<file path="src/ppmc_consts.svh">
// ppmc_consts.svh: register indices, bit positions, reset values, timing
// assumes a 25 MHz aclk; indices are word numbers, byte address = 4 x index
`ifndef PPMC_CONSTS_SVH
`define PPMC_CONSTS_SVH

`define PPMC_IDX_BCTL      6'h00
`define PPMC_IDX_DRC       6'h10
`define PPMC_IDX_AFE       6'h11
`define PPMC_IDX_XCTL      6'h18
`define PPMC_IDX_OWN       6'h1C
`define PPMC_IDX_PCTL2     6'h1F

`define PPMC_B_SRST        15
`define PPMC_B_ANEN        12
`define PPMC_B_PDN         11
`define PPMC_B_PLLOFF      4
`define PPMC_B_SLOW        5
`define PPMC_B_SENSE_N     11
`define PPMC_B_PSAVE       10
`define PPMC_B_LONGGAP     0
`define PPMC_B_STATE       4
`define PPMC_B_PWR         9

`define PPMC_RST_ANEN      1'h1
`define PPMC_RST_PDN       1'h0
`define PPMC_RST_PLLOFF    1'h0
`define PPMC_RST_SLOW      1'h0
`define PPMC_RST_SENSE_N   1'h1
`define PPMC_RST_PSAVE     1'h0
`define PPMC_RST_LONGGAP   1'h0

`define PPMC_CLK_MHZ       25
`define PPMC_GAP_SHORT_US  16000
`define PPMC_GAP_LONG_US   64000
`define PPMC_WAKE_US       2000

`define PPMC_RESP_OKAY     2'h0
`define PPMC_RESP_SLVERR   2'h2

`endif

</file>
<file path="src/ppmc_pkg.sv">
// ppmc_pkg: state, power-enable and control types of the power controller
// assumes ppmc_consts.svh sits in the include path
`include "ppmc_consts.svh"
package ppmc_pkg;

	typedef enum logic [4:0] {
		ST_NORMAL = 5'h01,
		ST_PSAVE  = 5'h02,
		ST_SLEEP  = 5'h04,
		ST_WAKE   = 5'h08,
		ST_PDOWN  = 5'h10
	} ppmc_state_t;

	typedef struct packed {
		logic core_on;
		logic rx_on;
		logic pll_on;
		logic ed_on;
		logic tx_on;
	} ppmc_pwr_t;

	typedef struct packed {
		logic an_en;
		logic pdn;
		logic plloff;
		logic slow;
		logic sense_n;
		logic psave;
		logic long_gap;
	} ppmc_ctl_t;

	localparam ppmc_ctl_t PPMC_CTL_RST = '{
		an_en:    `PPMC_RST_ANEN,
		pdn:      `PPMC_RST_PDN,
		plloff:   `PPMC_RST_PLLOFF,
		slow:     `PPMC_RST_SLOW,
		sense_n:  `PPMC_RST_SENSE_N,
		psave:    `PPMC_RST_PSAVE,
		long_gap: `PPMC_RST_LONGGAP
	};

endpackage : ppmc_pkg

</file>
<file path="src/ppmc_pulse_timer.sv">
// ppmc_pulse_timer: periodic link-pulse strobe while sleeping on the cable
// assumes run is a registered level from the controller
`timescale 1ns/100ps
module ppmc_pulse_timer #(
	parameter int unsigned SHORT_CYC = 400000,
	parameter int unsigned LONG_CYC  = 1600000,
	parameter int unsigned CNT_W     = 24
) (
	// clock and reset
	input  wire logic aclk,
	input  wire logic aresetn,
	// control
	input  wire logic run,
	input  wire logic long_gap,
	// strobe
	output logic      link_pulse
);

	logic [CNT_W-1:0] cnt_q;
	logic [CNT_W-1:0] cnt_d;
	logic [CNT_W-1:0] limit;
	logic             hit;

	// gap may shrink mid-count, so compare with >= and not ==
	assign limit = long_gap ? CNT_W'(LONG_CYC - 1) : CNT_W'(SHORT_CYC - 1);
	assign hit   = run && (cnt_q >= limit);
	assign cnt_d = (!run || hit) ? '0 : cnt_q + CNT_W'(1);

	always_ff @(posedge aclk) begin
		if (!aresetn) begin
			cnt_q      <= '0;
			link_pulse <= 1'b0;
		end else begin
			cnt_q      <= cnt_d;
			link_pulse <= hit;
		end
	end

endmodule : ppmc_pulse_timer

</file>
<file path="src/ppmc_power_ctl.sv">
// ppmc_power_ctl: low-power mode controller with an AXI4-Lite register port
// assumes link_up and energy_detect are synchronous to aclk
// How it works
// - setting the power-saving bit in register 1Fh enables power saving, clear keeps it off.
// - power saving acts only with auto-negotiation on and no link, else normal operation.
// - in power saving only core, transmitter, energy detect and PLL stay powered.
// - power saving comes up disabled after reset.
// - clearing the active-low bit 11 of 18h enables sense sleep, only with autoneg on and no link.
// - with bit 4 of 10h set the PLL is switched off during sense sleep.
// - link pulses keep going out during sense sleep, with an optional longer gap.
// - the active-low sense sleep enable resets to its inactive value.
// - bit 11 of register 0h halts everything but the register interface.
// - clearing bit 11 of register 0h leaves power-down.
// - bit 5 of 11h drops the crystal input and selects the slow oscillator.
// - slow oscillator together with power-down is the lowest power state.
`timescale 1ns/100ps
`include "ppmc_consts.svh"
module ppmc_power_ctl #(
	parameter int unsigned GAP_SHORT_CYC = `PPMC_GAP_SHORT_US * `PPMC_CLK_MHZ,
	parameter int unsigned GAP_LONG_CYC  = `PPMC_GAP_LONG_US * `PPMC_CLK_MHZ,
	parameter int unsigned WAKE_CYC      = `PPMC_WAKE_US * `PPMC_CLK_MHZ,
	parameter int unsigned CNT_W         = 24,
	parameter int unsigned ADDR_W        = 8
) (
	// clock and reset
	input  wire logic                 aclk,
	input  wire logic                 aresetn,
	// axi4-lite write address
	input  wire logic [ADDR_W-1:0]    s_axi_awaddr,
	input  wire logic                 s_axi_awvalid,
	output logic                      s_axi_awready,
	// axi4-lite write data
	input  wire logic [31:0]          s_axi_wdata,
	input  wire logic [3:0]           s_axi_wstrb,
	input  wire logic                 s_axi_wvalid,
	output logic                      s_axi_wready,
	// axi4-lite write response
	output logic [1:0]                s_axi_bresp,
	output logic                      s_axi_bvalid,
	input  wire logic                 s_axi_bready,
	// axi4-lite read address
	input  wire logic [ADDR_W-1:0]    s_axi_araddr,
	input  wire logic                 s_axi_arvalid,
	output logic                      s_axi_arready,
	// axi4-lite read data
	output logic [31:0]               s_axi_rdata,
	output logic [1:0]                s_axi_rresp,
	output logic                      s_axi_rvalid,
	input  wire logic                 s_axi_rready,
	// line status
	input  wire logic                 link_up,
	input  wire logic                 energy_detect,
	// power and clock steering
	output ppmc_pkg::ppmc_pwr_t       pwr,
	output logic                      crystal_input_en,
	output logic                      slow_osc_sel,
	output logic                      lowest_power,
	output logic                      link_pulse,
	output logic                      soft_reset
);

	function automatic logic hit(input logic [ADDR_W-1:0] a);
		logic [5:0] i;
		i = a[7:2];
		return (i == `PPMC_IDX_BCTL) || (i == `PPMC_IDX_DRC) ||
		       (i == `PPMC_IDX_AFE) || (i == `PPMC_IDX_XCTL) ||
		       (i == `PPMC_IDX_OWN) || (i == `PPMC_IDX_PCTL2);
	endfunction : hit

	function automatic logic upd(input logic sel, input logic [3:0] strb,
	                             input logic [31:0] d, input int unsigned b,
	                             input logic old);
		return (sel && strb[b / 8]) ? d[b] : old;
	endfunction : upd

	function automatic logic [31:0] fld(input logic [15:0] v, input int unsigned b);
		return 32'(v) << b;
	endfunction : fld

	// write and read channel holding
	logic [ADDR_W-1:0]     aw_addr_q;
	logic                  aw_full_q;
	logic [31:0]           w_data_q;
	logic [3:0]            w_strb_q;
	logic                  w_full_q;
	logic                  bvalid_q;
	logic [1:0]            bresp_q;
	logic                  rvalid_q;
	logic [1:0]            rresp_q;
	logic [31:0]           rdata_q;
	logic [31:0]           rd_word;

	// control and state
	ppmc_pkg::ppmc_ctl_t   ctl_q;
	ppmc_pkg::ppmc_ctl_t   ctl_d;
	ppmc_pkg::ppmc_state_t state_q;
	ppmc_pkg::ppmc_state_t state_d;
	ppmc_pkg::ppmc_state_t base;
	ppmc_pkg::ppmc_pwr_t   pwr_d;
	logic [CNT_W-1:0]      wake_cnt_q;
	logic                  srst_q;

	logic                  aw_take;
	logic                  w_take;
	logic                  ar_take;
	logic                  wr_go;
	logic [5:0]            aw_idx;
	logic [5:0]            ar_idx;
	logic                  wr_bctl;
	logic                  wr_drc;
	logic                  wr_afe;
	logic                  wr_xctl;
	logic                  wr_own;
	logic                  wr_pctl2;
	logic                  srst;
	logic                  sleep_ok;
	logic                  psave_ok;
	logic                  wake_done;

	// bus handshakes: one write and one read in flight at most
	assign s_axi_awready = !aw_full_q && !bvalid_q;
	assign s_axi_wready  = !w_full_q && !bvalid_q;
	assign s_axi_arready = !rvalid_q;
	assign aw_take       = s_axi_awvalid && s_axi_awready;
	assign w_take        = s_axi_wvalid && s_axi_wready;
	assign ar_take       = s_axi_arvalid && s_axi_arready;
	assign wr_go         = aw_full_q && w_full_q;
	assign aw_idx        = aw_addr_q[7:2];
	assign ar_idx        = s_axi_araddr[7:2];
	assign s_axi_bvalid  = bvalid_q;
	assign s_axi_bresp   = bresp_q;
	assign s_axi_rvalid  = rvalid_q;
	assign s_axi_rresp   = rresp_q;
	assign s_axi_rdata   = rdata_q;

	// register write decode
	assign wr_bctl  = wr_go && (aw_idx == `PPMC_IDX_BCTL);
	assign wr_drc   = wr_go && (aw_idx == `PPMC_IDX_DRC);
	assign wr_afe   = wr_go && (aw_idx == `PPMC_IDX_AFE);
	assign wr_xctl  = wr_go && (aw_idx == `PPMC_IDX_XCTL);
	assign wr_own   = wr_go && (aw_idx == `PPMC_IDX_OWN);
	assign wr_pctl2 = wr_go && (aw_idx == `PPMC_IDX_PCTL2);
	// self-clearing soft reset; wins over the other bits of the same write
	assign srst     = upd(wr_bctl, w_strb_q, w_data_q, `PPMC_B_SRST, 1'b0);

	assign ctl_d.an_en    = upd(wr_bctl, w_strb_q, w_data_q, `PPMC_B_ANEN, ctl_q.an_en);
	assign ctl_d.pdn      = upd(wr_bctl, w_strb_q, w_data_q, `PPMC_B_PDN, ctl_q.pdn);
	assign ctl_d.plloff   = upd(wr_drc, w_strb_q, w_data_q, `PPMC_B_PLLOFF, ctl_q.plloff);
	assign ctl_d.slow     = upd(wr_afe, w_strb_q, w_data_q, `PPMC_B_SLOW, ctl_q.slow);
	assign ctl_d.sense_n  = upd(wr_xctl, w_strb_q, w_data_q, `PPMC_B_SENSE_N, ctl_q.sense_n);
	assign ctl_d.psave    = upd(wr_pctl2, w_strb_q, w_data_q, `PPMC_B_PSAVE, ctl_q.psave);
	assign ctl_d.long_gap = upd(wr_own, w_strb_q, w_data_q, `PPMC_B_LONGGAP, ctl_q.long_gap);

	// read mux; soft reset bit always reads zero
	assign rd_word =
		(ar_idx == `PPMC_IDX_BCTL)  ? (fld(16'(ctl_q.an_en), `PPMC_B_ANEN) |
		                               fld(16'(ctl_q.pdn), `PPMC_B_PDN)) :
		(ar_idx == `PPMC_IDX_DRC)   ? fld(16'(ctl_q.plloff), `PPMC_B_PLLOFF) :
		(ar_idx == `PPMC_IDX_AFE)   ? fld(16'(ctl_q.slow), `PPMC_B_SLOW) :
		(ar_idx == `PPMC_IDX_XCTL)  ? fld(16'(ctl_q.sense_n), `PPMC_B_SENSE_N) :
		(ar_idx == `PPMC_IDX_PCTL2) ? fld(16'(ctl_q.psave), `PPMC_B_PSAVE) :
		(ar_idx == `PPMC_IDX_OWN)   ? (fld(16'(ctl_q.long_gap), `PPMC_B_LONGGAP) |
		                               fld(16'(state_q), `PPMC_B_STATE) |
		                               fld(16'(pwr), `PPMC_B_PWR)) :
		32'h0000_0000;

	always_ff @(posedge aclk) begin
		if (!aresetn) begin
			aw_addr_q <= '0;
			aw_full_q <= 1'b0;
			w_data_q  <= 32'h0000_0000;
			w_strb_q  <= 4'h0;
			w_full_q  <= 1'b0;
			bvalid_q  <= 1'b0;
			bresp_q   <= `PPMC_RESP_OKAY;
		end else begin
			if (aw_take) begin
				aw_addr_q <= s_axi_awaddr;
				aw_full_q <= 1'b1;
			end else if (wr_go) begin
				aw_full_q <= 1'b0;
			end
			if (w_take) begin
				w_data_q <= s_axi_wdata;
				w_strb_q <= s_axi_wstrb;
				w_full_q <= 1'b1;
			end else if (wr_go) begin
				w_full_q <= 1'b0;
			end
			if (wr_go) begin
				bvalid_q <= 1'b1;
				bresp_q  <= hit(aw_addr_q) ? `PPMC_RESP_OKAY : `PPMC_RESP_SLVERR;
			end else if (s_axi_bready) begin
				bvalid_q <= 1'b0;
			end
		end
	end

	always_ff @(posedge aclk) begin
		if (!aresetn) begin
			rvalid_q <= 1'b0;
			rresp_q  <= `PPMC_RESP_OKAY;
			rdata_q  <= 32'h0000_0000;
		end else if (ar_take) begin
			rvalid_q <= 1'b1;
			rresp_q  <= hit(s_axi_araddr) ? `PPMC_RESP_OKAY : `PPMC_RESP_SLVERR;
			rdata_q  <= rd_word;
		end else if (s_axi_rready) begin
			rvalid_q <= 1'b0;
		end
	end

	// mode bits: power saving off, sense sleep off after reset
	always_ff @(posedge aclk) begin
		if (!aresetn || srst) begin
			ctl_q <= ppmc_pkg::PPMC_CTL_RST;
		end else begin
			ctl_q <= ctl_d;
		end
	end

	// mode selection; power-down outranks sense sleep outranks power saving
	assign sleep_ok  = !ctl_q.sense_n && ctl_q.an_en && !link_up;
	assign psave_ok  = ctl_q.psave && ctl_q.an_en && !link_up;
	assign wake_done = (wake_cnt_q == CNT_W'(WAKE_CYC - 1));
	assign base = ctl_q.pdn ? ppmc_pkg::ST_PDOWN :
	              sleep_ok  ? ppmc_pkg::ST_SLEEP :
	              psave_ok  ? ppmc_pkg::ST_PSAVE : ppmc_pkg::ST_NORMAL;

	always_comb begin
		state_d = base;
		if (srst) begin
			state_d = ppmc_pkg::ST_NORMAL;
		end else begin
			unique case (state_q)
				ppmc_pkg::ST_NORMAL,
				ppmc_pkg::ST_PSAVE,
				ppmc_pkg::ST_PDOWN: state_d = base;
				ppmc_pkg::ST_SLEEP: begin
					if (base == ppmc_pkg::ST_SLEEP && energy_detect) begin
						state_d = ppmc_pkg::ST_WAKE;
					end
				end
				ppmc_pkg::ST_WAKE: begin
					// stay up to seek a link; drop back if none shows in time
					if (base == ppmc_pkg::ST_SLEEP && !wake_done) begin
						state_d = ppmc_pkg::ST_WAKE;
					end
				end
				default: state_d = ppmc_pkg::ST_NORMAL;
			endcase
		end
	end

	// power enables follow the next state so they line up with state_q
	assign pwr_d =
		(state_d == ppmc_pkg::ST_PDOWN) ? ppmc_pkg::ppmc_pwr_t'(5'h00) :
		(state_d == ppmc_pkg::ST_SLEEP) ?
			ppmc_pkg::ppmc_pwr_t'{core_on: 1'b1, rx_on: 1'b0, pll_on: !ctl_d.plloff,
			  ed_on: 1'b1, tx_on: 1'b1} :
		(state_d == ppmc_pkg::ST_PSAVE) ?
			ppmc_pkg::ppmc_pwr_t'{core_on: 1'b1, rx_on: 1'b0, pll_on: 1'b1,
			  ed_on: 1'b1, tx_on: 1'b1} :
		ppmc_pkg::ppmc_pwr_t'(5'h1F);

	always_ff @(posedge aclk) begin
		if (!aresetn) begin
			state_q    <= ppmc_pkg::ST_NORMAL;
			pwr        <= ppmc_pkg::ppmc_pwr_t'(5'h1F);
			wake_cnt_q <= '0;
			srst_q     <= 1'b0;
		end else begin
			state_q    <= state_d;
			pwr        <= pwr_d;
			wake_cnt_q <= (state_q == ppmc_pkg::ST_WAKE && !wake_done) ?
			              wake_cnt_q + CNT_W'(1) : '0;
			srst_q     <= srst;
		end
	end

	// clock steering follows the slow-oscillator bit directly
	assign slow_osc_sel     = ctl_q.slow;
	assign crystal_input_en = !ctl_q.slow;
	assign lowest_power     = ctl_q.slow && (state_q == ppmc_pkg::ST_PDOWN);
	assign soft_reset       = srst_q;

	// pulses only while asleep so two sleeping ends still find each other
	ppmc_pulse_timer #(
		.SHORT_CYC (GAP_SHORT_CYC),
		.LONG_CYC  (GAP_LONG_CYC),
		.CNT_W     (CNT_W)
	) u_pulse (
		.aclk       (aclk),
		.aresetn    (aresetn),
		.run        (state_q == ppmc_pkg::ST_SLEEP),
		.long_gap   (ctl_q.long_gap),
		.link_pulse (link_pulse)
	);
endmodule : ppmc_power_ctl

</file>
<file path="config.mk">
export PLATFORM = sky130hd
export DESIGN_NAME = ppmc_power_ctl
export DESIGN_NICKNAME = d
export VERILOG_FILES = /design/src/ppmc_pkg.sv /design/src/ppmc_pulse_timer.sv /design/src/ppmc_power_ctl.sv
export VERILOG_INCLUDE_DIRS = /design/src
export SDC_FILE = /design/constraint.sdc
export NUM_CORES = 1
export LEC_CHECK = 0
export BUFFER_PORTS_ARGS = -buffer_cell sky130_fd_sc_hd__buf_4
export CORE_MARGIN = 3
export CORE_UTILIZATION = 54
export DETAILED_ROUTE_END_ITERATION = 7
export PLACE_DENSITY_LB_ADDON = 0.15
export SLEW_MARGIN = 20
export SYNTH_ARGS = -nofsm -noshare
export SYNTH_HDL_FRONTEND = slang
export SYNTH_SLANG_ARGS = --single-unit
</file>
<file path="constraint.sdc">
create_clock -name aclk -period 2.9 [get_ports aclk]
set_clock_uncertainty 0.2 [all_clocks]
set_input_delay 0.145 -clock aclk [delete_from_list [all_inputs] [get_ports aclk]]
set_output_delay 0.145 -clock aclk [all_outputs]
set_load 0.02 [all_outputs]
</file>
; Word level (Yosys, flattened, before mapping)
; Index checks and enable logic that the tools add are counted.
[totals]
input_bits = 61
regBits = 133
out_inout_bits = 51
word_cells = 141
[op_classes]
n_eq_ne = 20
reduce_logical = 59
bitwise_logic = 4
n_mux = 28
addsub = 2
magnitude_cmp = 1
[op_table]
columns = cell, count
row1 = 14-bit 2-to-1 mux, 6
row2 = "6-bit by 5-bit equality test with 1-bit output, second input constant", 10
row3 = "24-bit by 1-bit adder with 24-bit output, second input constant", 2
row4 = 1-bit logical AND, 27
row5 = 5-bit 2-to-1 mux, 5
row6 = "24-bit by 16-bit equality test with 1-bit output, second input constant", 1
row7 = 24-bit greater-or-equal comparator, 1
row8 = 21-bit 2-to-1 mux, 1
row9 = "5-bit by 3-bit equality test with 1-bit output, second input constant", 3
row10 = 5-bit one-hot mux with 3 select lines, 1
row11 = 9-bit by 14-bit OR with 14-bit output, 1
row12 = 13-bit by 12-bit OR with 13-bit output, 1
row13 = 6-bit zero test, 2
row14 = 1-bit logical OR, 12
row15 = 1-bit zero test, 11
row16 = "5-bit by 2-bit equality test with 1-bit output, second input constant", 2
row17 = "5-bit equality test, second input constant", 2
row18 = 1-bit 2-to-1 mux, 9
row19 = 1-bit by 9-bit OR with 9-bit output, 1
row20 = 4-bit 2-to-1 mux, 2
row21 = 2-bit nonzero test, 4
row22 = 2-bit 2-to-1 mux, 3
row23 = "5-bit by 1-bit equality test with 1-bit output, second input constant", 1
row24 = "5-bit by 4-bit equality test with 1-bit output, second input constant", 1
row25 = other kinds (5), 5

; Depth between registers and ports, before layout
; Gate-level depths: netlist of run 1.
[logic_depth]
depth_word = 14
depth_mapped = 8
ltp_nobuf = 7

; Cells and area by module
; A second synthesis of run 1 with hierarchy kept.
[unflattened]
cells_unflattened = 546
area_unflattened_um2 = 4709.5
[by_module_without_submodules]
columns = module, cells_each, instances, seq_area_each_um2, area_per_inst_um2
row1 = ppmc_power_ctl, 405, 1, 1421.4, 3450.8
row2 = ppmc_pulse_timer, 141, 1, 500.5, 1258.7

; Worst setup path after synthesis of run 1
; No wires, ideal clock.
[synth_path]
path_kind = reg2reg
startpoint = register ctl_q[0] (netlist name)
endpoint = register u_pulse.cnt_q[10]
stages_incl_launch_ff = 9
setup_ns = 0.076
t_required_ns = 2.624
path_buffers = 1
synth_period_minus_slack_ns = 2.527
path_slack_ns = 0.373
arrival_ns = 2.252
path_cell_list = dfxtp_1 inv_1 ha_1 or4_1 or4_1 a221oi_2 a21oi_2 buf_6 nor3_2
[synth_between]
elab_chain_cells = 5
[synth_rtl]
columns = item, line
row1 = "start, declared", ppmc_power_ctl.sv:94  ; ppmc_pkg::ppmc_ctl_t ctl_q;
row2 = "start signal, assigned", ppmc_power_ctl.sv:216  ; ctl_q <= ppmc_pkg::PPMC_CTL_RST;
row3 = "start signal, assigned", ppmc_power_ctl.sv:218  ; ctl_q <= ctl_d;
row4 = 21-bit 2-to-1 mux, ppmc_pulse_timer.sv:25  ; assign limit = long_gap ? CNT_W'(LONG_CYC - 1) : CNT_W'(SHORT_CYC - 1);
row5 = 24-bit greater-or-equal comparator, ppmc_pulse_timer.sv:26  ; assign hit = run && (cnt_q >= limit);
row6 = 1-bit logical AND, ppmc_pulse_timer.sv:26
row7 = 1-bit logical OR, ppmc_pulse_timer.sv:27  ; assign cnt_d = (!run || hit) ? '0 : cnt_q + CNT_W'(1);
row8 = 2-bit OR reduction (no line), -
row9 = "end signal, assigned", ppmc_pulse_timer.sv:34  ; cnt_q <= cnt_d;
row10 = "end, declared", ppmc_pulse_timer.sv:19  ; logic [CNT_W-1:0] cnt_q;
; Every way passes these cells.
; A chain may end at the register's enable or synchronous reset.

; Final worst setup path of run 1
[layout_path]
startpoint = register ctl_q[0] (netlist name)
endpoint = register u_pulse.cnt_q[8]
; Same word-level chain as after synthesis.

==> flow_metrics.py, run 1 <==
metrics = {
    "yosys": {
        "post-synth-top-count-cell": "dfxtp_1",
        "syn_avg_cell_area_sq_um": 8.77,
        "synth_seq_cells": 96,
        "syn_area_sq_um": 4710,
        "synth_edf_count": 0,
        "synth_cells": 537,
        "synth_seq_area_share": 0.408,
        "yosysTopAreaCellShare": 0.408,
        "async_reset_ff_frac": 0,
        "synth_common_cells": "96 x dfxtp_1, 57 x nand2_1, 46 x nor2_1",
        "ys.flop_type": "dfxtp_1",
        "netlist-cell-type-count": 52,
        "yosys_warnings": 0,
        "synth_top_area_cell": "dfxtp_1",
        "synth.area.top_cells": "dfxtp_1 41%, nand2_1 4.5%, nor3_2 4.3%",
    },
    "cts": {
        "cts_setup_buffers": 0,
        "cts_sinks": 96,
        "root_buffer": "clkbuf_8",
        "clk_latency_ns": 0.36,
        "clk_path_buf_depth": 2,
        "numCtsBuffers": 9,
        "htreeDepth": 3,
        "cts_tree": "yes",
        "cts.clk_slew.worst_paths_ns": 0.09,
    },
    "die": {
        "die_area_sq_um": 9880,
        "fp.dieH_um": 99.4,
        "std_cell_rows": 33,
        "core_area_sq_um": 8340,
        "start_util": 0.565,
        "pin_count": 112,
        "die_w_um": 99.4,
    },
    "grt": {
        "gr-usage-all-layers": 0.213,
        "antenna_found_initial": 0,
        "grt_pass1_wl_mm": 17.2,
        "grt_pass1_vias": 3724,
        "grt_max_degree": 41,
        "overflow": 0,
    },
    "power_and_ir_drop": {
        "swShare": 0.260,
        "clkPwrFrac": 0.367,
        "p_seq_frac": 0.543,
        "p_int_uw": 1860,
        "power.switching_uw": 653,
        "comb_power_share": 0.090,
        "p_leak_uw": 0.00211,
        "p_per_area_nw_per_um2": 449,
        "ir_drop_uv": 312,
    },
    "route": {
        "drt_first_pass_iters": 4,
        "ant_nets": 0,
        "drt_wl_total_mm": 10.2,
        "post-route-drc-count": 0,
        "vias_per_cell": 5.40,
        "wl_per_cell_um": 14.0,
        "drtIter0Drc": 170,
        "route.vias.total": 3931,
    },
    "final_layout": {
        "seqCellArea_sq_um": 1920,
        "multi_input_area_sq_um": 2550,
        "drive_above_1_share": 0.175,
        "final_util": 0.670,
        "n_fill_cell": 701,
        "area_delta_synth_final_pct": 18.7,
        "antennaDiodeCount": 0,
        "fin_nets": 691,
    },
    "timing": {
        "rsz0062_at_grt": "false",
        "worst_slack_ns": 0.293,
        "slew_violations": 0,
        "max-slew-margin-rel": 0.382,
        "setup_viol": 0,
        "tns_ns": 0,
        "fmax_mhz": 384,
        "finalCriticalPeriod_ns": 2.61,
        "fin_crit_sh": 0.899,
        "hold_violations": 0,
        "worstMarginPinSlew_ns": 0.919,
        "whs_ns": 0.0324,
    },
    "worst_setup_path": {
        "cp_max_fo": 13,
        "start_kind": "flip-flop",
        "setup.worst_path.class": "flip-flop to flip-flop",
        "arrival_ns": 2.69,
        "worstPathRequired_ns": 2.99,
        "r2r_cells": 8,
        "end_kind": "flip-flop",
    },
    "worst_hold_path": {
        "hp-class": "input pin to flip-flop",
        "hold_depth": 4,
    },
    "placement": {
        "io_buffers": 57,
        "place.gp.congestion": 0.802,
        "dpl_worst_slack_ns": 0.310,
        "dp.final_hpwl_mm": 7.36,
    },
    "run_status": {
        "status": "completed",
    },
    "job": {
        "drv_cap": 0,
    },
}
[state kept, by name (all words and copies together), names as in the netlist, 2 cells and up]
| register | cells |
|---|---|
| ctl_q | 6 |
| w_strb_q | 2 |
| wake_cnt_q | 24 |
| aw_addr_q | 6 |
| state_q | 5 |
| pwr | 3 |
| u_pulse.cnt_q | 24 |
| s_axi_rdata | 10 |
| w_data_q | 7 |
[through the flow]
step                      power [uW]  area (sq um)  std cells
after floorplan                 1540          4800        561
after CTS                       2530          5590        728
after detailed placement        1590          5140        688
after global routing            2620          5590        728
final                           2510          5590        728
after global placement          1580          5140        688
[final cells by class]
cell class,instances,share of cell area
multi-input combinational,409,0.457
sequential,96,0.344
timing repair buffer,88,0.129
tap,105,0.0235
clock buffer,9,0.0222
clock inverter,7,0.0150
inverter,14,0.00940
[cells by family after synthesis]
| group | Yosys count | share of synthesized area |
|---|---|---|
| AO/OA/AOI/OAI | 65 | 0.0943 |
| XOR/XNOR | 41 | 0.0763 |
| adder cells (fa/ha/maj) | 12 | 0.0319 |
| buffers and inverters | 56 | 0.0686 |
| flip-flops | 96 | 0.408 |
| multiplexers | 11 | 0.0234 |
| other | 1 | 0.000796 |
| AND/OR/NAND/NOR | 255 | 0.297 |
[critical path, stage by stage (launching register included)]
cell and delay, ns:
dfxtp_1 0.33, inv_1 0.12, ha_1 0.22, or4_1 0.45, or4_1 0.43, a221oi_2 0.26, a21oi_2 0.10, buf_4 0.24
nor3_2 0.18
[placed cells by master (no fill, tap or decap), types with 14 or more instances in the layout]
cell and instances:
nor3_1 14, dfxtp_1 96, nand2_1 57, nor2_1 46, buf_4 64, inv_1 14
xor2_1 22, nor3_2 20, xnor2_1 19, nor2b_1 20, dlygate4sd3_1 24, nand3_1 32
conb_1 25
[power by group through the flow]
| stage | sequential (uW) | combinational (uW) | clock [uW] |
|---|---|---|---|
| after floorplan | 1390 | 151 | 0 |
| after global placement | 1390 | 193 | 0 |
| after detailed placement | 1390 | 198 | 0 |
| after CTS | 1360 | 224 | 947 |
| after global routing | 1370 | 247 | 1000 |
| final | 1360 | 226 | 922 |
[layer usage]
layer / GRT usage / vias up / part of all wire
met4: 0.0525 / 0 / 0.012
met2: 0.365 / 81 / 0.51
met3: 0.0498 / 10 / 0.037
li1: - / 1986 / -
met5: 0 / - / 0
met1: 0.272 / 1854 / 0.45
[path summary, 6_finish.rpt]
check | start | end | slack [ns]
worst max-delay path | ctl_q[0]$_SDFFE_PP0P_ | u_pulse.cnt_q[8]$_SDFF_PP0_ | 0.29
worst max register to register | ctl_q[0]$_SDFFE_PP0P_ | u_pulse.cnt_q[8]$_SDFF_PP0_ | 0.29
worst min-delay path | s_axi_araddr[3] | s_axi_rdata[6]$_SDFFE_PN0P_ | 0.03
worst min register to register | s_axi_rdata[8]$_SDFFE_PN0P_ | s_axi_rdata[8]$_SDFFE_PN0P_ | 0.26
[timing repair]
action | in CTS | in global routing
endpoints found under the hold margin | 29 | 0
gates resized for setup | 0 | 0
hold buffers | 24 | 0
Power figures use the tool's default switching activity.
==> run 2: changes to the inputs <==
--- a/config.mk
+++ b/config.mk
@@ -6,9 +6,10 @@
 export SDC_FILE = /design/constraint.sdc
 export NUM_CORES = 1
 export LEC_CHECK = 0
+export ABC_AREA = 1
 export BUFFER_PORTS_ARGS = -buffer_cell sky130_fd_sc_hd__buf_4
 export CORE_MARGIN = 3
-export CORE_UTILIZATION = 54
+export CORE_UTILIZATION = 55
 export DETAILED_ROUTE_END_ITERATION = 7
 export PLACE_DENSITY_LB_ADDON = 0.15
 export SLEW_MARGIN = 20
==> constraint.sdc (replaced) <==
create_clock -name aclk -period 2.95 [get_ports aclk]
set_clock_uncertainty 0.2 [all_clocks]
set_input_delay 0.1475 -clock aclk [delete_from_list [all_inputs] [get_ports aclk]]
set_output_delay 0.1475 -clock aclk [all_outputs]
set_load 0.02 [all_outputs]
==> run 2 against run 1 <==
Sequential power about the same. Critical path type unchanged. Via count up 15%. Core utilization up 1.0 points.
==> flow_metrics.py, run 2 <==
metrics = {
    "die": {
        "pin_count": 112,
        "fp.dieH_um": 102,
        "core_area_sq_um": 8810,
        "die_area_sq_um": 10300,
        "std_cell_rows": 34,
        "die_w_um": 102,
        "start_util": 0.571,
    },
    "route": {
        "post-route-drc-count": 0,
        "route.vias.total": 4528,
        "dr_wl_met2_mm": 5.22,
        "ant_nets": 0,
        "wl_per_cell_um": 11.8,
        "vias_per_cell": 5.00,
        "drt_wl_total_mm": 10.7,
        "drtIter0Drc": 148,
        "route.top_layer_used": "met4",
        "wl_met1_mm": 4.94,
        "drt_first_pass_iters": 4,
        "wl_met3_um": 423,
    },
    "cts": {
        "clk_path_buf_depth": 2,
        "cts_resized": 0,
        "cts_setup_buffers": 0,
        "cts.clk_slew.worst_paths_ns": 0.10,
        "clk_latency_ns": 0.37,
        "htreeDepth": 3,
        "cts_sinks": 96,
        "ctsHoldBuffers": 35,
        "numCtsBuffers": 9,
        "root_buffer": "clkbuf_8",
        "cts_tree": "yes",
    },
    "timing": {
        "max-slew-margin-rel": 0.663,
        "setup_viol": 0,
        "worstMarginPinSlew_ns": 0.505,
        "rsz0062_at_grt": "false",
        "hold_violations": 0,
        "tns_ns": 0,
        "finalCriticalPeriod_ns": 2.29,
        "worst_slack_ns": 0.656,
        "whs_ns": 0.0269,
        "fin_crit_sh": 0.778,
        "slew_violations": 0,
        "fmax_mhz": 436,
    },
    "yosys": {
        "post-synth-top-count-cell": "nand2_1",
        "ys.flop_type": "dfxtp_1",
        "netlist-cell-type-count": 41,
        "synth.area.top_cells": "dfxtp_1 38%, nand2_1 10%, nor2_1 8.4%",
        "synth_edf_count": 0,
        "yosysTopAreaCellShare": 0.382,
        "yosys_warnings": 0,
        "synth_seq_cells": 96,
        "async_reset_ff_frac": 0,
        "syn_area_sq_um": 5030,
        "synth_common_cells": "134 x nand2_1, 112 x nor2_1, 96 x dfxtp_1",
        "synth_top_area_cell": "dfxtp_1",
        "synth_seq_area_share": 0.382,
        "synth_cells": 702,
        "syn_avg_cell_area_sq_um": 7.17,
    },
    "power_and_ir_drop": {
        "p_int_uw": 1840,
        "p_leak_uw": 0.00254,
        "power.switching_uw": 663,
        "p_seq_frac": 0.536,
        "swShare": 0.265,
        "clkPwrFrac": 0.368,
        "ir_drop_uv": 288,
        "p_per_area_nw_per_um2": 418,
        "comb_power_share": 0.096,
    },
    "grt": {
        "overflow": 0,
        "grt_pass1_vias": 4157,
        "grt_max_degree": 27,
        "grt_pass1_wl_mm": 18.3,
        "antenna_found_initial": 0,
        "gr-usage-all-layers": 0.217,
    },
    "final_layout": {
        "drive_above_1_share": 0.149,
        "final_cell_mix": "134 x nand2_1, 112 x nor2_1, 96 x dfxtp_1, 86 x inv_1, 58 x buf_4",
        "n_fill_cell": 748,
        "antennaDiodeCount": 0,
        "final_util": 0.680,
        "fin_nets": 865,
        "final_common_cell": "nand2_1",
        "area_delta_synth_final_pct": 19.0,
        "layout.cells.non_filler": 905,
    },
    "worst_setup_path": {
        "cp-startpoint": "ctl_q[0]$_SDFFE_PP0P_",
        "cp_top_family": "simple AND/OR/NAND/NOR gates",
        "cp_max_fo": 22,
        "r2r-end": "u_pulse.cnt_q[4]$_SDFF_PP0_",
        "crit_path_cell_trace": "inv_1 -> ha_1 -> nand2_1 -> nor3_1 -> nand2_1 -> nand3b_1 -> nand4_2 -> buf_4 -> nor2_1",
        "arrival_ns": 2.35,
        "timing.critical_path.mode_cell": "nand2_1",
        "cpPeakStageDelay_ns": 0.49,
        "crit_cells": 9,
        "setup.worst_path.class": "flip-flop to flip-flop",
        "critPathBufInv": 2,
        "end_kind": "flip-flop",
        "cp-endpoint": "u_pulse.cnt_q[4]$_SDFF_PP0_",
        "worstPathRequired_ns": 3.01,
        "reg2reg_slack_ns": 0.66,
        "slowest_stage": "dfxtp_1",
        "r2r-start": "ctl_q[0]$_SDFFE_PP0P_",
        "r2r_cells": 9,
        "start_kind": "flip-flop",
    },
    "placement": {
        "place.gp.congestion": 0.894,
        "dp.final_hpwl_mm": 7.82,
        "dpl_worst_slack_ns": 0.662,
        "io_buffers": 57,
        "placedCellCount": 854,
    },
    "worst_hold_path": {
        "hold_start": "s_axi_araddr[4]",
        "hp-class": "input pin to flip-flop",
    },
    "run_status": {
        "status": "completed",
    },
    "job": {
        "drv_cap": 0,
    },
}
## run 2: changes by cell type in the layout (fill, tap and decap cells not counted), moves of 9 or more
cell | previous run | this run
inv_1 | 14 | 86
nor2b_1 | 20 | 0
a21oi_1 | 12 | 44
nor2_1 | 46 | 112
o21ai_0 | 8 | 27
nor3_2 | 20 | 4
a21boi_0 | 11 | 0
dlygate4sd3_1 | 24 | 35
and3_1 | 13 | 0
mux2i_1 | 11 | 0
nor4_1 | 10 | 1
xnor2_1 | 19 | 7
nand2_1 | 57 | 134
nor2_2 | 0 | 9
## run 2: power by group through the flow
stage                     Combinational (uW)  Clock (uW)  Sequential (uW)
after CTS                                236         945             1340
after global routing                     267         990             1350
final                                    241         921             1340
after floorplan                          144           0             1380
after global placement                   190           0             1370
after detailed placement                 193           0             1370
## run 2: kinds of logic after synthesis
logic type,share of synthesized area
other cells,0.000745
fa+ha+maj,0.0298
compound gates,0.0845
xor+xnor,0.0453
simple gates,0.339
flops,0.382
buf+inv,0.119
## run 2: worst reg2reg max path, delay by kind of cell (launching register included)
kind,cells,cell delay [ns]
adders and majority gates,1,0.35
and+or+nand+nor,6,0.68
DFF,1,0.49
buffers and inverters,2,0.47
## run 2: layout make-up
type,instances,area [sq um],area share
Tap cell,108,135,0.0226
Clock buffer,9,124,0.0207
Inverter,89,334,0.0558
Clock inverter,7,86.3,0.0144
Timing Repair Buffer,93,786,0.131
Multi-Input combinational cell,503,2600,0.435
Sequential cell,96,1920,0.321
## run 2: how the worst min path moves through the flow
stage	endpoint	slack, ns	depth (start not counted)
floorplan	s_axi_bvalid$_SDFFE_PN0P_	0.11	3
global placement	s_axi_bvalid$_SDFFE_PN0P_	0.20	4
detailed placement	s_axi_bvalid$_SDFFE_PN0P_	0.21	4
CTS	s_axi_rresp[1]$_SDFFE_PN0P_	0.01	4
global route	s_axi_rdata[11]$_SDFFE_PN0P_	0.06	4
finish	s_axi_rdata[11]$_SDFFE_PN0P_	0.03	4
## run 2: layer usage
layer | GRT usage | vias to the layer above
met5 | 0 | -
met4 | 0.0583 | 0
met3 | 0.0393 | 12
met2 | 0.371 | 92
met1 | 0.281 | 2068
li1 | - | 2356
## run 2: metrics by stage
stage	instance area, sq um	power, uW
finish	5990	2500
global route	5990	2600
CTS	5990	2520
detailed placement	5430	1560
global placement	5430	1560
floorplan	5120	1520
==> run 3: changes to the inputs <==
--- a/config.mk
+++ b/config.mk
@@ -6,10 +6,10 @@
 export SDC_FILE = /design/constraint.sdc
 export NUM_CORES = 1
 export LEC_CHECK = 0
-export ABC_AREA = 1
+export ABC_AREA = 0
 export BUFFER_PORTS_ARGS = -buffer_cell sky130_fd_sc_hd__buf_4
 export CORE_MARGIN = 3
-export CORE_UTILIZATION = 55
+export CORE_UTILIZATION = 49
 export DETAILED_ROUTE_END_ITERATION = 7
 export PLACE_DENSITY_LB_ADDON = 0.15
 export SLEW_MARGIN = 20
==> constraint.sdc (replaced) <==
create_clock -name aclk -period 2 [get_ports aclk]
set_clock_uncertainty 0.2 [all_clocks]
set_input_delay 0.1 -clock aclk [delete_from_list [all_inputs] [get_ports aclk]]
set_output_delay 0.1 -clock aclk [all_outputs]
set_load 0.02 [all_outputs]
==> run 3 against run 2 <==
The flow now finishes with violations (setup timing). Core utilization rose by 2.0 points. Die area grew 4.7%. Setup slack worse by 1.1 ns. Register-to-register slack lost 1.1 ns. Critical endpoint is now u_pulse.cnt_q[2]$_SDFF_PP0_. Total power up 49%. Largest cell class unchanged. Wire length up 12%. Combinational power grew 71%. Critical path depth is 1 lower. First-iteration DRC count up 53%. Non-clock buffer count is 60 higher. Via count shrank 6.5%.
==> flow_metrics.py, run 3 (synthesis gave the netlist of run 1 again) <==
metrics = {
    "grt": {
        "grt_pass1_vias": 4057,
        "gr-usage-all-layers": 0.215,
        "overflow": 0,
        "grt_pass1_wl_mm": 19.1,
        "antenna_found_initial": 0,
        "grt_max_degree": 41,
    },
    "worst_setup_path": {
        "end_kind": "flip-flop",
        "setup.worst_path.class": "flip-flop to flip-flop",
        "start_kind": "flip-flop",
        "worstPathRequired_ns": 2.10,
        "cp_max_fo": 7,
        "arrival_ns": 2.53,
    },
    "placement": {
        "dp.final_hpwl_mm": 8.05,
        "io_buffers": 57,
        "place.gp.congestion": 0.864,
    },
    "die": {
        "die_area_sq_um": 10800,
        "die_w_um": 104,
        "core_area_sq_um": 9280,
        "start_util": 0.507,
        "pin_count": 112,
        "fp.dieH_um": 104,
        "std_cell_rows": 35,
    },
    "cts": {
        "clk_latency_ns": 0.38,
        "cts_sinks": 96,
        "cts.clk_slew.worst_paths_ns": 0.10,
        "htreeDepth": 3,
        "numCtsBuffers": 9,
        "root_buffer": "clkbuf_8",
        "cts_tree": "yes",
        "clk_path_buf_depth": 2,
    },
    "power_and_ir_drop": {
        "p_per_area_nw_per_um2": 574,
        "ir_drop_uv": 551,
        "total_power_uw": 3730,
        "p_leak_uw": 0.00253,
    },
    "final_layout": {
        "n_fill_cell": 732,
        "final_cell_mix": "106 x buf_4, 87 x dfxtp_1, 55 x nand2_1, 38 x dlygate4sd3_1, 32 x nand3_1",
        "area_delta_synth_final_pct": 38.1,
        "final_common_cell": "buf_4",
        "antennaDiodeCount": 0,
        "seqCellArea_sq_um": 1940,
        "multi_input_area_sq_um": 2820,
        "drive_above_1_share": 0.297,
        "fin_nets": 756,
    },
    "run_status": {
        "status": "finished, violations left",
        "violations": "setup timing",
    },
    "worst_hold_path": {
        "hp-class": "input pin to flip-flop",
    },
    "timing": {
        "slew_violations": 0,
        "fin_crit_sh": 1.22,
        "setup_viol": 47,
        "whs_ns": 0.0589,
        "worst_slack_ns": -0.431,
        "fmax_mhz": 411,
        "finalCriticalPeriod_ns": 2.43,
        "hold_violations": 0,
        "rsz0062_at_grt": "true",
    },
    "route": {
        "post-route-drc-count": 0,
        "route.vias.total": 4232,
        "wl_per_cell_um": 14.7,
        "drt_first_pass_iters": 4,
        "ant_nets": 0,
        "drtIter0Drc": 226,
        "drt_wl_total_mm": 12.0,
        "vias_per_cell": 5.18,
    },
    "job": {
        "drv_cap": 0,
    },
}
run 3: changes by cell type in the layout (fill, tap and decap cells not counted), sizes merged, moves of 9 or more:
cell / delta
nor3: +16
nand4: -9
a21boi: +16
nor2b: +20
and3: +13
nand2: -86
nor2: -78
inv: -76
mux2i: +11
buf: +54
a21oi: -31
xnor2: +12
o21ai: -17
nor4: +10
run 3: power breakdown:
group          internal [uW]  total [uW]  switching (uW)  leakage (uW)
Combinational            197         412             215       0.00165
Sequential              1940        1970            32.1      0.000783
Clock                    629        1350             720      0.000101
run 3: final timing paths:
path | end | cells past startpoint | slack [ns] | start
worst max-delay path | u_pulse.cnt_q[2]$_SDFF_PP0_ | 8 | -0.43 | ctl_q[0]$_SDFFE_PP0P_
worst min-delay path | s_axi_rdata[5]$_SDFFE_PN0P_ | 5 | 0.06 | s_axi_araddr[4]
worst max register to register | u_pulse.cnt_q[2]$_SDFF_PP0_ | 8 | -0.43 | ctl_q[0]$_SDFFE_PP0P_
worst min register to register | s_axi_rdata[8]$_SDFFE_PN0P_ | 2 | 0.26 | s_axi_rdata[8]$_SDFFE_PN0P_
run 3: per-layer routing:
metal / share of wire / wire length, um / global-route usage
met1: 0.43 / 5150 / 0.257
met2: 0.51 / 6090 / 0.378
met3: 0.048 / 581 / 0.0459
met4: 0.018 / 216 / 0.0798
met5: 0 / 0 / 0
run 3: worst max-delay path: stages (launching register included):
cell      delay, ns
dfxtp_4        0.37
inv_4          0.04
ha_4           0.15
or4_4          0.46
or4_4          0.44
a221oi_4       0.27
a21oi_4        0.16
buf_4          0.16
nor3_1         0.11
run 3: area by class of cell:
class | count | share of cell area
Timing Repair Buffer | 153 | 0.202
Clock buffer | 10 | 0.0212
Sequential cell | 96 | 0.298
Multi-Input combinational cell | 409 | 0.433
Inverter | 14 | 0.00847
Tap cell | 129 | 0.0248
Clock inverter | 6 | 0.0114
run 3: timing repair:
| item | 4_1_cts | 5_1_grt |
|---|---|---|
| gates resized for setup | 15 | 55 |
| hold buffers | 38 | 1 |
| setup endpoints to repair | 30 | 63 |
| pin swaps | 6 | 23 |
| setup buffers | 2 | 4 |
| endpoints found under the hold margin | 37 | 1 |
| gates cloned | 0 | 3 |
run 3: per-stage QoR:
stage          setup WS, ns   util  setup TNS, ns  std cells  area, sq um
6_report             -0.431  0.700         -12.21        817         6500
3_3_place_gp         -0.457  0.595         -10.01        755         5520
2_1_floorplan        -0.377      -          -8.25        561         4820
3_5_place_dp         -0.528  0.595         -11.34        755         5520
4_1_cts              -0.420  0.670          -8.93        811         6220
5_1_grt              -0.513  0.700         -16.29        817         6500
